**config.mk**
```make
export PLATFORM = sky130hd
export DESIGN_NAME = eecl_loader
export DESIGN_NICKNAME = d
export VERILOG_FILES = /design/src/hw/eecl_pkg.sv /design/src/hw/eecl_loader.sv
export SDC_FILE = /design/constraint.sdc
export NUM_CORES = 1
export LEC_CHECK = 0
export BUFFER_PORTS_ARGS = -buffer_cell sky130_fd_sc_hd__buf_2
export CORE_MARGIN = 4
export CORE_UTILIZATION = 58
export DETAILED_ROUTE_END_ITERATION = 8
export GPL_ROUTABILITY_DRIVEN = 0
export GPL_TIMING_DRIVEN = 0
export PLACE_DENSITY = 0.87
export SYNTH_ARGS = -nofsm -noshare
export SYNTH_HDL_FRONTEND = slang
export SYNTH_SLANG_ARGS = --single-unit
```
**constraint.sdc**
```tcl
create_clock -name CLK -period 3.5 [get_ports CLK]
set_input_delay 0.7 -clock CLK [delete_from_list [all_inputs] [get_ports CLK]]
set_output_delay 0.7 -clock CLK [all_outputs]
set_load 0.01 [all_outputs]
```
**src/hw/eecl_pkg.sv**
```systemverilog
// constants, field layout and state codes of the configuration preload loader
//
// Contract
// RULE1: word 02h fills vendor id, ports 0-3
// RULE2: word 04h fills device id, ports 0-3
// RULE3: word 06h bits 3:1 give L0s exit latency
// RULE4: word 06h bits 6:4 give L1 exit latency
// RULE5: word 06h bits 8,9 set ordering modes
// RULE6: word 06h bit 10 selects store-and-forward
// RULE7: word 06h bits 12:11 give cut-through threshold
// RULE8: word 06h bits 13,14 set arbitration, credit modes
// RULE9: word 06h bit 15 requests INTA, ports 1-2
// RULE10: word 0Ch bit 0 sets max payload support
// RULE11: word 0Ch bits 2:1 give ASPM support level
// RULE12: word 0Ch bit 3 flags role-based error reporting
// RULE13: word 0Ch bits 4,5 disable MSI and AER
// RULE14: word 0Ch bit 6 disables compliance parity control
// RULE15: word 0Ch bit 7 disables power management
// RULE16: word 0Ch bit 10 freezes ordering feature
// RULE17: word 0Ch bit 11 sets transmit start latency
// RULE18: word 0Ch bit 12 enables surprise-down, ports 1-3
// RULE19: word 0Ch bits 15:13 fill B8h bits 15:13
// RULE20: word 0Eh low byte is revision id
// RULE21: word 10h low byte: port 0 training count
// RULE22: word 10h bits 9:8: port 0 clock offset
// RULE23: bad signature loads nothing, defaults stay
// RULE24: load ascending after reset before host access
package eecl_pkg;

	// ********************************************************
	// eeprom word addresses
	// ********************************************************
	localparam int          EE_AW        = 8;
	localparam int          EE_DW        = 16;
	localparam logic [7:0]  EE_SIG_ADDR  = 8'h00;
	localparam logic [7:0]  EE_VID_ADDR  = 8'h02;
	localparam logic [7:0]  EE_DID_ADDR  = 8'h04;
	localparam logic [7:0]  EE_MODE_ADDR = 8'h06;
	localparam logic [7:0]  EE_CAPS_ADDR = 8'h0C;
	localparam logic [7:0]  EE_REV_ADDR  = 8'h0E;
	localparam logic [7:0]  EE_P0_ADDR   = 8'h10;
	localparam logic [7:0]  EE_LAST_ADDR = 8'h10;
	localparam logic [7:0]  EE_STEP      = 8'h02;

	// ********************************************************
	// configuration dword offsets within one port
	// ********************************************************
	localparam logic [7:0]  CFG_ID      = 8'h00;
	localparam logic [7:0]  CFG_REV     = 8'h08;
	localparam logic [7:0]  CFG_INTPIN  = 8'h3C;
	localparam logic [7:0]  CFG_PMCAP   = 8'hA8;
	localparam logic [7:0]  CFG_CAPDIS  = 8'hB0;
	localparam logic [7:0]  CFG_SWMODE  = 8'hB4;
	localparam logic [7:0]  CFG_PHYCTL  = 8'hB8;
	localparam logic [7:0]  CFG_DEVCAP  = 8'hE4;
	localparam logic [7:0]  CFG_LINKCAP = 8'hEC;

	// ********************************************************
	// source bits in the eeprom words
	// ********************************************************
	localparam int S06_L0S_LO = 1;
	localparam int S06_L0S_HI = 3;
	localparam int S06_L1_LO  = 4;
	localparam int S06_L1_HI  = 6;
	localparam int S06_ORD_EG = 8;
	localparam int S06_ORD_TG = 9;
	localparam int S06_SAF    = 10;
	localparam int S06_CT_LO  = 11;
	localparam int S06_CT_HI  = 12;
	localparam int S06_ARB    = 13;
	localparam int S06_CRD    = 14;
	localparam int S06_INTA   = 15;
	localparam int S0C_MPS    = 0;
	localparam int S0C_ASPM_LO = 1;
	localparam int S0C_ASPM_HI = 2;
	localparam int S0C_RBER   = 3;
	localparam int S0C_MSI    = 4;
	localparam int S0C_AER    = 5;
	localparam int S0C_CPPC   = 6;
	localparam int S0C_PM     = 7;
	localparam int S0C_FRZ    = 10;
	localparam int S0C_TXSOF  = 11;
	localparam int S0C_SDN    = 12;
	localparam int S0C_DSEL   = 13;
	localparam int S0C_FCU    = 14;
	localparam int S0C_4KB    = 15;
	localparam int S0E_REV_HI = 7;
	localparam int S10_FTC_HI = 7;
	localparam int S10_PPM_LO = 8;
	localparam int S10_PPM_HI = 9;

	// ********************************************************
	// destination bits in the configuration dwords
	// ********************************************************
	localparam int D_VID_HI   = 15;
	localparam int D_DID_LO   = 16;
	localparam int D_DID_HI   = 31;
	localparam int D_REV_HI   = 7;
	localparam int D_INTA     = 8;
	localparam int D_PPM_LO   = 13;
	localparam int D_PPM_HI   = 14;
	localparam int D_PMDIS    = 13;
	localparam int D_MSIDIS   = 14;
	localparam int D_AERDIS   = 15;
	localparam int D_SAF      = 0;
	localparam int D_CT_LO    = 1;
	localparam int D_CT_HI    = 2;
	localparam int D_ARB      = 3;
	localparam int D_CRD      = 4;
	localparam int D_ORD_EG   = 5;
	localparam int D_ORD_TG   = 6;
	localparam int D_FRZ      = 7;
	localparam int D_CPPC     = 15;
	localparam int D_FTC_HI   = 7;
	localparam int D_TXSOF    = 12;
	localparam int D_DSEL     = 13;
	localparam int D_FCU      = 14;
	localparam int D_4KB      = 15;
	localparam int D_MPS      = 0;
	localparam int D_RBER     = 15;
	localparam int D_ASPM_LO  = 10;
	localparam int D_ASPM_HI  = 11;
	localparam int D_L0S_LO   = 12;
	localparam int D_L0S_HI   = 14;
	localparam int D_L1_LO    = 15;
	localparam int D_L1_HI    = 17;
	localparam int D_SDN      = 19;

	// ********************************************************
	// port groups
	// ********************************************************
	localparam logic [1:0] PORT_FIRST_DN = 2'd1;
	localparam logic [1:0] PORT_LAST_SW  = 2'd2;
	localparam logic [1:0] PORT_UP       = 2'd0;

	// ********************************************************
	// bus map: port in address bits 9:8, dword offset below
	// ********************************************************
	localparam int          AXI_AW      = 12;
	localparam int          PORT_LSB    = 8;
	localparam int          PORT_MSB    = 9;
	localparam int          CFG_MSB     = 7;
	localparam logic [11:0] CTRL_ADDR   = 12'h400;
	localparam logic [11:0] STAT_ADDR   = 12'h404;
	localparam logic [11:0] CFG_END     = 12'h400;
	localparam int          CTRL_RELOAD = 0;
	localparam int          STAT_DONE   = 0;
	localparam int          STAT_SIGOK  = 1;
	localparam int          STAT_BUSY   = 2;
	localparam logic [1:0]  RESP_OKAY   = 2'b00;
	localparam logic [1:0]  RESP_SLVERR = 2'b10;

	// ********************************************************
	// loader states
	// ********************************************************
	typedef enum logic [2:0] {
		ST_FETCH = 3'b001,
		ST_WAIT  = 3'b010,
		ST_DONE  = 3'b100
	} eecl_state_t;

endpackage : eecl_pkg

```
**src/hw/eecl_loader.sv**
```systemverilog
// eeprom configuration preload loader with an axi4-lite view of the loaded fields
//
// Design decisions made here: register access over AXI4-Lite and the register addresses.
`timescale 1ns/100ps
`default_nettype none

module eecl_loader #(
	parameter logic [15:0] SIGNATURE   = 16'hA5C3, // arbitrary value
	parameter logic [15:0] DEF_VENDOR  = 16'h0F0F, // arbitrary value
	parameter logic [15:0] DEF_DEVICE  = 16'h0101, // arbitrary value
	parameter logic [15:0] DEF_MODE    = 16'h0000, // word 06h default
	parameter logic [15:0] DEF_CAPS    = 16'h0000, // word 0Ch default
	parameter logic [15:0] DEF_REV     = 16'h0000, // word 0Eh default
	parameter logic [15:0] DEF_P0      = 16'h0000  // word 10h default
) (
	input  wire  logic        CLK,           // 250 MHz clock
	input  wire  logic        RESET,         // synchronous, active high
	// eeprom word port
	output var   logic        EE_REQ,        // one-cycle word read request
	output var   logic [7:0]  EE_ADDR,       // byte address of requested word
	input  wire  logic [15:0] EE_DATA,       // returned word
	input  wire  logic        EE_VALID,      // word valid pulse
	// status
	output var   logic        LOAD_DONE,     // load finished
	output var   logic        SIG_OK,        // signature matched
	// axi4-lite slave
	input  wire  logic [11:0] S_AXI_AWADDR,  // write address
	input  wire  logic        S_AXI_AWVALID, // write address valid
	output var   logic        S_AXI_AWREADY, // write address ready
	input  wire  logic [31:0] S_AXI_WDATA,   // write data
	input  wire  logic [3:0]  S_AXI_WSTRB,   // write strobes
	input  wire  logic        S_AXI_WVALID,  // write data valid
	output var   logic        S_AXI_WREADY,  // write data ready
	output var   logic [1:0]  S_AXI_BRESP,   // write response
	output var   logic        S_AXI_BVALID,  // write response valid
	input  wire  logic        S_AXI_BREADY,  // write response ready
	input  wire  logic [11:0] S_AXI_ARADDR,  // read address
	input  wire  logic        S_AXI_ARVALID, // read address valid
	output var   logic        S_AXI_ARREADY, // read address ready
	output var   logic [31:0] S_AXI_RDATA,   // read data
	output var   logic [1:0]  S_AXI_RRESP,   // read response
	output var   logic        S_AXI_RVALID,  // read data valid
	input  wire  logic        S_AXI_RREADY   // read data ready
);

	// ********************************************************
	// configuration dword assembly
	// ********************************************************
	// build one dword of one port from the loaded words
	function automatic logic [31:0] cfg_dword(
		input logic [1:0]  port,
		input logic [7:0]  off,
		input logic [15:0] vid,
		input logic [15:0] did,
		input logic [15:0] w06,
		input logic [15:0] w0c,
		input logic [15:0] w0e,
		input logic [15:0] w10
	);
		logic [31:0] d;
		logic        sw;
		logic        dn;
		logic        up;
		d  = 32'h0000_0000;
		sw = (port <= eecl_pkg::PORT_LAST_SW);
		dn = (port >= eecl_pkg::PORT_FIRST_DN);
		up = (port == eecl_pkg::PORT_UP);
		unique case (off)
			eecl_pkg::CFG_ID: begin
				d[eecl_pkg::D_VID_HI:0] = vid; // RULE1
				d[eecl_pkg::D_DID_HI:eecl_pkg::D_DID_LO] = did; // RULE2
			end
			eecl_pkg::CFG_REV: begin
				d[eecl_pkg::D_REV_HI:0] = w0e[eecl_pkg::S0E_REV_HI:0]; // RULE20
			end
			eecl_pkg::CFG_INTPIN: begin
				d[eecl_pkg::D_INTA] = sw && dn && w06[eecl_pkg::S06_INTA]; // RULE9
			end
			eecl_pkg::CFG_PMCAP: begin
				if (up) begin
					d[eecl_pkg::D_PPM_HI:eecl_pkg::D_PPM_LO] =
						w10[eecl_pkg::S10_PPM_HI:eecl_pkg::S10_PPM_LO]; // RULE22
				end
			end
			eecl_pkg::CFG_CAPDIS: begin
				d[eecl_pkg::D_MSIDIS] = w0c[eecl_pkg::S0C_MSI]; // RULE13
				d[eecl_pkg::D_AERDIS] = w0c[eecl_pkg::S0C_AER]; // RULE13
				d[eecl_pkg::D_PMDIS]  = w0c[eecl_pkg::S0C_PM]; // RULE15
			end
			eecl_pkg::CFG_SWMODE: begin
				if (sw) begin
					d[eecl_pkg::D_ORD_EG] = w06[eecl_pkg::S06_ORD_EG]; // RULE5
					d[eecl_pkg::D_ORD_TG] = w06[eecl_pkg::S06_ORD_TG]; // RULE5
					d[eecl_pkg::D_SAF]    = w06[eecl_pkg::S06_SAF]; // RULE6
					d[eecl_pkg::D_CT_HI:eecl_pkg::D_CT_LO] =
						w06[eecl_pkg::S06_CT_HI:eecl_pkg::S06_CT_LO]; // RULE7
					d[eecl_pkg::D_ARB]    = w06[eecl_pkg::S06_ARB]; // RULE8
					d[eecl_pkg::D_CRD]    = w06[eecl_pkg::S06_CRD]; // RULE8
				end
				d[eecl_pkg::D_CPPC] = w0c[eecl_pkg::S0C_CPPC]; // RULE14
				d[eecl_pkg::D_FRZ]  = w0c[eecl_pkg::S0C_FRZ]; // RULE16
			end
			eecl_pkg::CFG_PHYCTL: begin
				if (up) begin
					d[eecl_pkg::D_FTC_HI:0] = w10[eecl_pkg::S10_FTC_HI:0]; // RULE21
				end
				d[eecl_pkg::D_TXSOF] = w0c[eecl_pkg::S0C_TXSOF]; // RULE17
				d[eecl_pkg::D_DSEL]  = w0c[eecl_pkg::S0C_DSEL]; // RULE19
				d[eecl_pkg::D_FCU]   = w0c[eecl_pkg::S0C_FCU]; // RULE19
				d[eecl_pkg::D_4KB]   = w0c[eecl_pkg::S0C_4KB]; // RULE19
			end
			eecl_pkg::CFG_DEVCAP: begin
				d[eecl_pkg::D_MPS]  = w0c[eecl_pkg::S0C_MPS]; // RULE10
				d[eecl_pkg::D_RBER] = w0c[eecl_pkg::S0C_RBER]; // RULE12
			end
			eecl_pkg::CFG_LINKCAP: begin
				d[eecl_pkg::D_L0S_HI:eecl_pkg::D_L0S_LO] =
					w06[eecl_pkg::S06_L0S_HI:eecl_pkg::S06_L0S_LO]; // RULE3
				d[eecl_pkg::D_L1_HI:eecl_pkg::D_L1_LO] =
					w06[eecl_pkg::S06_L1_HI:eecl_pkg::S06_L1_LO]; // RULE4
				d[eecl_pkg::D_ASPM_HI:eecl_pkg::D_ASPM_LO] =
					w0c[eecl_pkg::S0C_ASPM_HI:eecl_pkg::S0C_ASPM_LO]; // RULE11
				d[eecl_pkg::D_SDN] = dn && w0c[eecl_pkg::S0C_SDN]; // RULE18
			end
			default: begin
				d = 32'h0000_0000; // reserved dwords read as zero
			end
		endcase
		return d;
	endfunction : cfg_dword

	// ********************************************************
	// state
	// ********************************************************
	eecl_pkg::eecl_state_t state;
	logic [15:0]           w_vid;
	logic [15:0]           w_did;
	logic [15:0]           w_mode;
	logic [15:0]           w_caps;
	logic [15:0]           w_rev;
	logic [15:0]           w_p0;
	logic [11:0]           aw_addr;
	logic                  aw_held;
	logic [31:0]           w_data;
	logic [3:0]            w_strb;
	logic                  w_held;

	// ********************************************************
	// loader decode
	// ********************************************************
	// a word only lands once the signature has passed, so a bad image leaves defaults
	wire        got_word   = (state == eecl_pkg::ST_WAIT) && EE_VALID;
	wire        at_sig     = (EE_ADDR == eecl_pkg::EE_SIG_ADDR);
	wire        sig_bad    = got_word && at_sig && (EE_DATA != SIGNATURE); // RULE23
	wire        take_word  = got_word && !at_sig; // RULE23
	wire        last_word  = (EE_ADDR == eecl_pkg::EE_LAST_ADDR);
	wire [7:0]  next_addr  = EE_ADDR + eecl_pkg::EE_STEP; // RULE24

	// ********************************************************
	// bus decode
	// ********************************************************
	wire        aw_take    = S_AXI_AWVALID && S_AXI_AWREADY;
	wire        w_take     = S_AXI_WVALID && S_AXI_WREADY;
	wire        wr_fire    = aw_held && w_held && !S_AXI_BVALID;
	wire        wr_ctrl    = (aw_addr == eecl_pkg::CTRL_ADDR);
	wire        wr_mapped  = wr_ctrl || (aw_addr == eecl_pkg::STAT_ADDR) ||
	                         (aw_addr < eecl_pkg::CFG_END);
	wire        reload_go  = wr_fire && wr_ctrl && w_strb[0] &&
	                         w_data[eecl_pkg::CTRL_RELOAD];
	wire        ar_take    = S_AXI_ARVALID && S_AXI_ARREADY;
	wire        b_done     = S_AXI_BVALID && S_AXI_BREADY;
	wire        r_done     = S_AXI_RVALID && S_AXI_RREADY;
	wire        loaded     = (state == eecl_pkg::ST_DONE);
	wire        rd_cfg     = (S_AXI_ARADDR < eecl_pkg::CFG_END);
	wire        rd_ctrl    = (S_AXI_ARADDR == eecl_pkg::CTRL_ADDR);
	wire        rd_stat    = (S_AXI_ARADDR == eecl_pkg::STAT_ADDR);
	wire [1:0]  rd_port    = S_AXI_ARADDR[eecl_pkg::PORT_MSB:eecl_pkg::PORT_LSB];
	wire [7:0]  rd_off     = {S_AXI_ARADDR[eecl_pkg::CFG_MSB:2], 2'b00};
	wire [31:0] stat_word  = {29'h0000_0000, !loaded, SIG_OK, LOAD_DONE};
	wire [31:0] cfg_word   = cfg_dword(rd_port, rd_off, w_vid, w_did,
	                                   w_mode, w_caps, w_rev, w_p0);
	wire [31:0] next_rdata = rd_cfg  ? cfg_word :
	                         rd_stat ? stat_word : 32'h0000_0000;
	wire [1:0]  next_rresp = (rd_cfg || rd_ctrl || rd_stat) ?
	                         eecl_pkg::RESP_OKAY : eecl_pkg::RESP_SLVERR;
	// host requests are held off while the image is loading
	wire        next_arready = loaded && !reload_go && !S_AXI_RVALID && !ar_take; // RULE24
	wire        next_awready = loaded && !reload_go && !aw_held && !aw_take; // RULE24
	wire        next_wready  = loaded && !reload_go && !w_held && !w_take; // RULE24

	// ********************************************************
	// loader sequencer: ascending word fetch after reset or reload
	// ********************************************************
	always_ff @(posedge CLK) begin
		if (RESET || reload_go) begin
			state     <= eecl_pkg::ST_FETCH; // RULE24
			EE_ADDR   <= eecl_pkg::EE_SIG_ADDR;
			EE_REQ    <= 1'b0;
			LOAD_DONE <= 1'b0;
			SIG_OK    <= 1'b0;
		end else begin
			EE_REQ <= 1'b0;
			unique case (state)
				eecl_pkg::ST_FETCH: begin
					EE_REQ <= 1'b1;
					state  <= eecl_pkg::ST_WAIT;
				end
				eecl_pkg::ST_WAIT: begin
					if (sig_bad) begin
						state     <= eecl_pkg::ST_DONE; // RULE23
						LOAD_DONE <= 1'b1;
					end else if (got_word) begin
						SIG_OK <= 1'b1;
						if (last_word) begin
							state     <= eecl_pkg::ST_DONE;
							LOAD_DONE <= 1'b1;
						end else begin
							EE_ADDR <= next_addr; // RULE24
							state   <= eecl_pkg::ST_FETCH;
						end
					end
				end
				eecl_pkg::ST_DONE: begin
					state <= eecl_pkg::ST_DONE;
				end
				default: begin
					state <= eecl_pkg::ST_FETCH;
				end
			endcase
		end
	end

	// ********************************************************
	// loaded words; defaults come back on every reload
	// ********************************************************
	always_ff @(posedge CLK) begin
		if (RESET || reload_go) begin
			w_vid  <= DEF_VENDOR;
			w_did  <= DEF_DEVICE;
			w_mode <= DEF_MODE;
			w_caps <= DEF_CAPS;
			w_rev  <= DEF_REV;
			w_p0   <= DEF_P0;
		end else if (take_word) begin
			if (EE_ADDR == eecl_pkg::EE_VID_ADDR)  w_vid  <= EE_DATA; // RULE1
			if (EE_ADDR == eecl_pkg::EE_DID_ADDR)  w_did  <= EE_DATA; // RULE2
			if (EE_ADDR == eecl_pkg::EE_MODE_ADDR) w_mode <= EE_DATA; // RULE5
			if (EE_ADDR == eecl_pkg::EE_CAPS_ADDR) w_caps <= EE_DATA; // RULE13
			if (EE_ADDR == eecl_pkg::EE_REV_ADDR)  w_rev  <= EE_DATA; // RULE20
			if (EE_ADDR == eecl_pkg::EE_P0_ADDR)   w_p0   <= EE_DATA; // RULE21
		end
	end

	// ********************************************************
	// axi write channels: address and data taken in either order
	// ********************************************************
	always_ff @(posedge CLK) begin
		if (RESET) begin
			aw_held       <= 1'b0;
			w_held        <= 1'b0;
			aw_addr       <= 12'h000;
			w_data        <= 32'h0000_0000;
			w_strb        <= 4'h0;
			S_AXI_AWREADY <= 1'b0;
			S_AXI_WREADY  <= 1'b0;
		end else begin
			S_AXI_AWREADY <= next_awready && !wr_fire;
			S_AXI_WREADY  <= next_wready && !wr_fire;
			if (aw_take) begin
				aw_held <= 1'b1;
				aw_addr <= S_AXI_AWADDR;
			end else if (wr_fire) begin
				aw_held <= 1'b0;
			end
			if (w_take) begin
				w_held <= 1'b1;
				w_data <= S_AXI_WDATA;
				w_strb <= S_AXI_WSTRB;
			end else if (wr_fire) begin
				w_held <= 1'b0;
			end
		end
	end

	// ********************************************************
	// axi write response; configuration dwords are read-only
	// ********************************************************
	always_ff @(posedge CLK) begin
		if (RESET) begin
			S_AXI_BVALID <= 1'b0;
			S_AXI_BRESP  <= eecl_pkg::RESP_OKAY;
		end else if (wr_fire) begin
			S_AXI_BVALID <= 1'b1;
			S_AXI_BRESP  <= wr_mapped ? eecl_pkg::RESP_OKAY : eecl_pkg::RESP_SLVERR;
		end else if (b_done) begin
			S_AXI_BVALID <= 1'b0;
		end
	end

	// ********************************************************
	// axi read channel: one read in flight
	// ********************************************************
	always_ff @(posedge CLK) begin
		if (RESET) begin
			S_AXI_ARREADY <= 1'b0;
			S_AXI_RVALID  <= 1'b0;
			S_AXI_RDATA   <= 32'h0000_0000;
			S_AXI_RRESP   <= eecl_pkg::RESP_OKAY;
		end else begin
			S_AXI_ARREADY <= next_arready;
			if (ar_take) begin
				S_AXI_RVALID <= 1'b1;
				S_AXI_RDATA  <= next_rdata;
				S_AXI_RRESP  <= next_rresp;
			end else if (r_done) begin
				S_AXI_RVALID <= 1'b0;
			end
		end
	end

endmodule : eecl_loader

`default_nettype wire

```
==> results.txt <==
The final count of negative-setup-slack endpoints is 0. The maximum frequency from static timing analysis is 420 MHz. The floorplan core area came out at ~0.010 sq mm. The count of buffers added by post-CTS timing repair for setup is 0. The power density over cell area came out at roughly 480 mW/mm^2.

Leaving out filler cells and counting taps, the final layout contains 962. The row count is 36. The DRC violation count after routing is 0. The floorplan die width is roughly 110 microns. Wires add up to roughly 18,000 microns. The pin count of the biggest net entering global routing is 17. The cts-stage hold buffer count came out at 0.

The die covers 0.0121 sq mm. The wire length of the first global-routing pass is about 28,000 microns. The endpoint kind of the worst setup timing path is a flip-flop. The async set-or-reset flop fraction in the synthesized netlist came out at 0%. The average footprint of a synthesized cell is between 8 and 9 sq um.

The startpoint type of the worst setup path is a flip-flop. The final antenna-violating net count is 0. The post-route clock skew is ~0.0099 ns. The cell count after synthesis is around 700. The share of the clock period used by the worst path came out at between 60 and 70%. The synthesized design contains 146 register bits. The slowest cell on the critical path is sky130_fd_sc_hd__dfxtp_1.

The setup TNS after final layout came out at 0 ns. During synthesis, Yosys emitted a total of 0 warnings. The first routing iteration left around 840 violations.

The max-cap check violation count came out at 0. The routed via count is slightly below 6,000. The most frequent cell on the critical path is sky130_fd_sc_hd__nand2_1. At the pin with the least slew margin, the transition time is just over 0.9 ns. The global router's overall resource usage came out at between 20% and 30%. The TritonCTS sink count is 146.

TritonCTS created 17 clock buffers. The port buffer count is 98. Summed over all nets, the half-perimeter wirelength after detailed placement is roughly 12,000 microns. For this run, the leading register cell type out of synthesis is sky130_fd_sc_hd__dfxtp_1. The via density per instance is roughly 6.1. The first TritonRoute pass finished after 6 iterations. On the final layout, the worst hold slack is 0.409 ns.

The sequential share of the synthesized area came out at between 40% and 50%. The routed wirelength normalized by instance count is about 18 microns. The height of the die is 110 microns. Compared with the post-synthesis result, the final layout area differs by 19.6%. The effective utilization at floorplan is between 60% and 70%.

The clock reaches the later pin of the worst-skew pair after 0.53 ns. Counting tap cells, the placed design contains a total of a little over 900 instances. In the layout the commonest cells are sky130_fd_sc_hd__dfxtp_1 (146), sky130_fd_sc_hd__nand2_1 (133), sky130_fd_sc_hd__buf_2 (112). The worst setup path is of the reg2reg kind. Gates resized during post-CTS repair numbered 0.

In this run the clock root is driven by a sky130_fd_sc_hd__clkbuf_8. The arrival time of data at the critical path endpoint is 2.78 ns. The final-report hold violation count came out at 0.

The fill cell instance count of the final layout is 714. The library cell used most frequently in the layout, excluding fill and tap cells, is sky130_fd_sc_hd__dfxtp_1. Walking the worst path, the cells encountered are inv_1 -> ha_1 -> nor4_4 -> nand2_1 -> clkbuf_1 -> nand2_1 -> nand3_1. The remaining global-route overflow came out at 0. The delay contributed by the slowest stage of the critical path is between 0.4 and 0.5 ns. In this run the tightest slew margin relative to its limit is roughly two fifths. The post-route netlist has about 20% of its cells at a drive strength greater than 1.

Setup repair after global routing left no endpoint under its margin. The clock passes through at most 2 buffers. The number of global-route vias before repair came out at about 5,600.

The number of max-slew violations in the final report is 0. The number of antenna diodes in the final layout is 0. The initial antenna violation count came to 0. The data required time of the worst path came out at slightly below 4 ns.

The TritonCTS clock tree is done. The number of top-level design ports came out at 136. The clock slew at the register clock pins of the worst setup and hold paths is ~0.06 ns. The count of H-tree levels built during CTS is 4. For this run, the share of the core covered by cells in the final layout is 72.4%.

The final net count is 908. The count of flip-flops with a built-in enable after synthesis came out at 0. The leakage power total is slightly below 3 nW. The worst hold path belongs to the class in2reg. The clock period minus worst slack is 2.38 ns. The flow ran to the end, and the final reports show no timing, DRC or antenna violations. The number of distinct library cells after synthesis came out at 60. The worst ir drop on vdd came out at around 0.00028 V. The summed instance area of the synthesized netlist is roughly 0.006 sq mm. The maximum fanout encountered on the critical timing path came out at 10.
[logic make-up (layout without fill, tap and decap cells)]
kind of cell,Yosys count,in the layout,synth area share [%]
compound gates,152,152,15.6
xor+xnor,5,5,0.727
fa+ha+maj,6,6,1.25
buf+inv,63,192,5.21
flops,146,146,48.5
mux,27,27,4.50
other cells,1,3,0.0622
simple gates,298,298,24.1
[synth_stat cells (3+ instances only)]
cell type                  count  share of area (%)
sky130_fd_sc_hd__dfxtp_1     146                 48
sky130_fd_sc_hd__mux2i_1      26                4.3
sky130_fd_sc_hd__nand3b_1      3               0.37
sky130_fd_sc_hd__ha_1          6                1.2
sky130_fd_sc_hd__buf_2        14                1.2
sky130_fd_sc_hd__a211oi_1      5               0.62
sky130_fd_sc_hd__and2_1        4               0.42
sky130_fd_sc_hd__nand4b_1      3               0.44
sky130_fd_sc_hd__buf_4        12                1.5
sky130_fd_sc_hd__nor4b_1       6               0.87
sky130_fd_sc_hd__nand3_1      63                5.2
sky130_fd_sc_hd__nor4_1        8               0.83
sky130_fd_sc_hd__a22oi_1       7               0.87
sky130_fd_sc_hd__a31o_2        3               0.44
sky130_fd_sc_hd__a21oi_1      82                6.8
sky130_fd_sc_hd__nand4_1       6               0.62
sky130_fd_sc_hd__inv_1        11               0.69
sky130_fd_sc_hd__and3_1        5               0.52
sky130_fd_sc_hd__xor2_1        4               0.58
sky130_fd_sc_hd__nor2_1       38                2.4
sky130_fd_sc_hd__nor3_1        7               0.58
sky130_fd_sc_hd__nand2_1     133                8.3
sky130_fd_sc_hd__a221oi_1      7                1.0
sky130_fd_sc_hd__a22o_1       15                2.2
sky130_fd_sc_hd__o21ai_0      20                1.7
sky130_fd_sc_hd__clkbuf_1     22                1.4
[worst max-delay path, delay by kind of cell (launching register included)]
| family | cells | cell delay [ns] |
|---|---|---|
| adder cells (fa/ha/maj) | 1 | 0.28 |
| buffers and inverters | 2 | 0.50 |
| flip-flops | 1 | 0.46 |
| AND/OR/NAND/NOR | 4 | 1.02 |
[metrics by stage]
step / power [mW] / setup slack [ns] / instance area, sq um
floorplan: 1.80 / 1.35 / 6030
global placement: 1.88 / 0.654 / 6690
detailed placement: 1.88 / 0.616 / 6690
CTS: 3.44 / 1.16 / 7200
global route: 3.53 / 0.968 / 7210
finish: 3.44 / 1.12 / 7210
[per-layer routing]
layer	vias to the layer above	track usage [%]	share of wire, %
li1	2691	-	-
met1	2710	37.5	38
met2	417	47.1	45
met3	91	7.99	12
met4	0	13.7	4.7
met5	-	0	0
[where the power goes]
group          switching (mW)  internal (mW)  total (mW)  leakage (nW)
registers             0.00705           1.67        1.68          1.18
clock network           0.639          0.949        1.59         0.253
logic                   0.118         0.0598       0.178          1.46
[final timing paths]
kind	startpoint	endpoint	slack, ns	cells past startpoint
worst max-delay path	EE_ADDR[1]	w_vid[8]	1.12	7
worst min-delay path	S_AXI_AWADDR[0]	aw_addr[0]	0.41	3
worst min register to register	S_AXI_RDATA[13]	S_AXI_RDATA[13]	0.45	2
worst max register to register	EE_ADDR[1]	w_vid[8]	1.12	7
[layout make-up]
cell class,instances,area [sq um],share of cell area [%]
clock buffer,24,450,6.25
tap,133,166,2.31
timing repair buffer,99,495,6.88
clock inverter,6,58.8,0.816
sequential,146,2920,40.6
buffer,52,273,3.79
inverter,11,41.3,0.573
multi-input combinational,491,2800,38.8
[registers in the layout, summed over array words and instances, names as in the netlist, 3 cells and up]
name / flops
w_did: 16
w_mode: 14
aw_addr: 12
w_vid: 16
w_caps: 14
EE_ADDR: 7
S_AXI_RDATA: 32
w_p0: 10
state: 3
w_rev: 8
(Power assumes the default switching activity.)
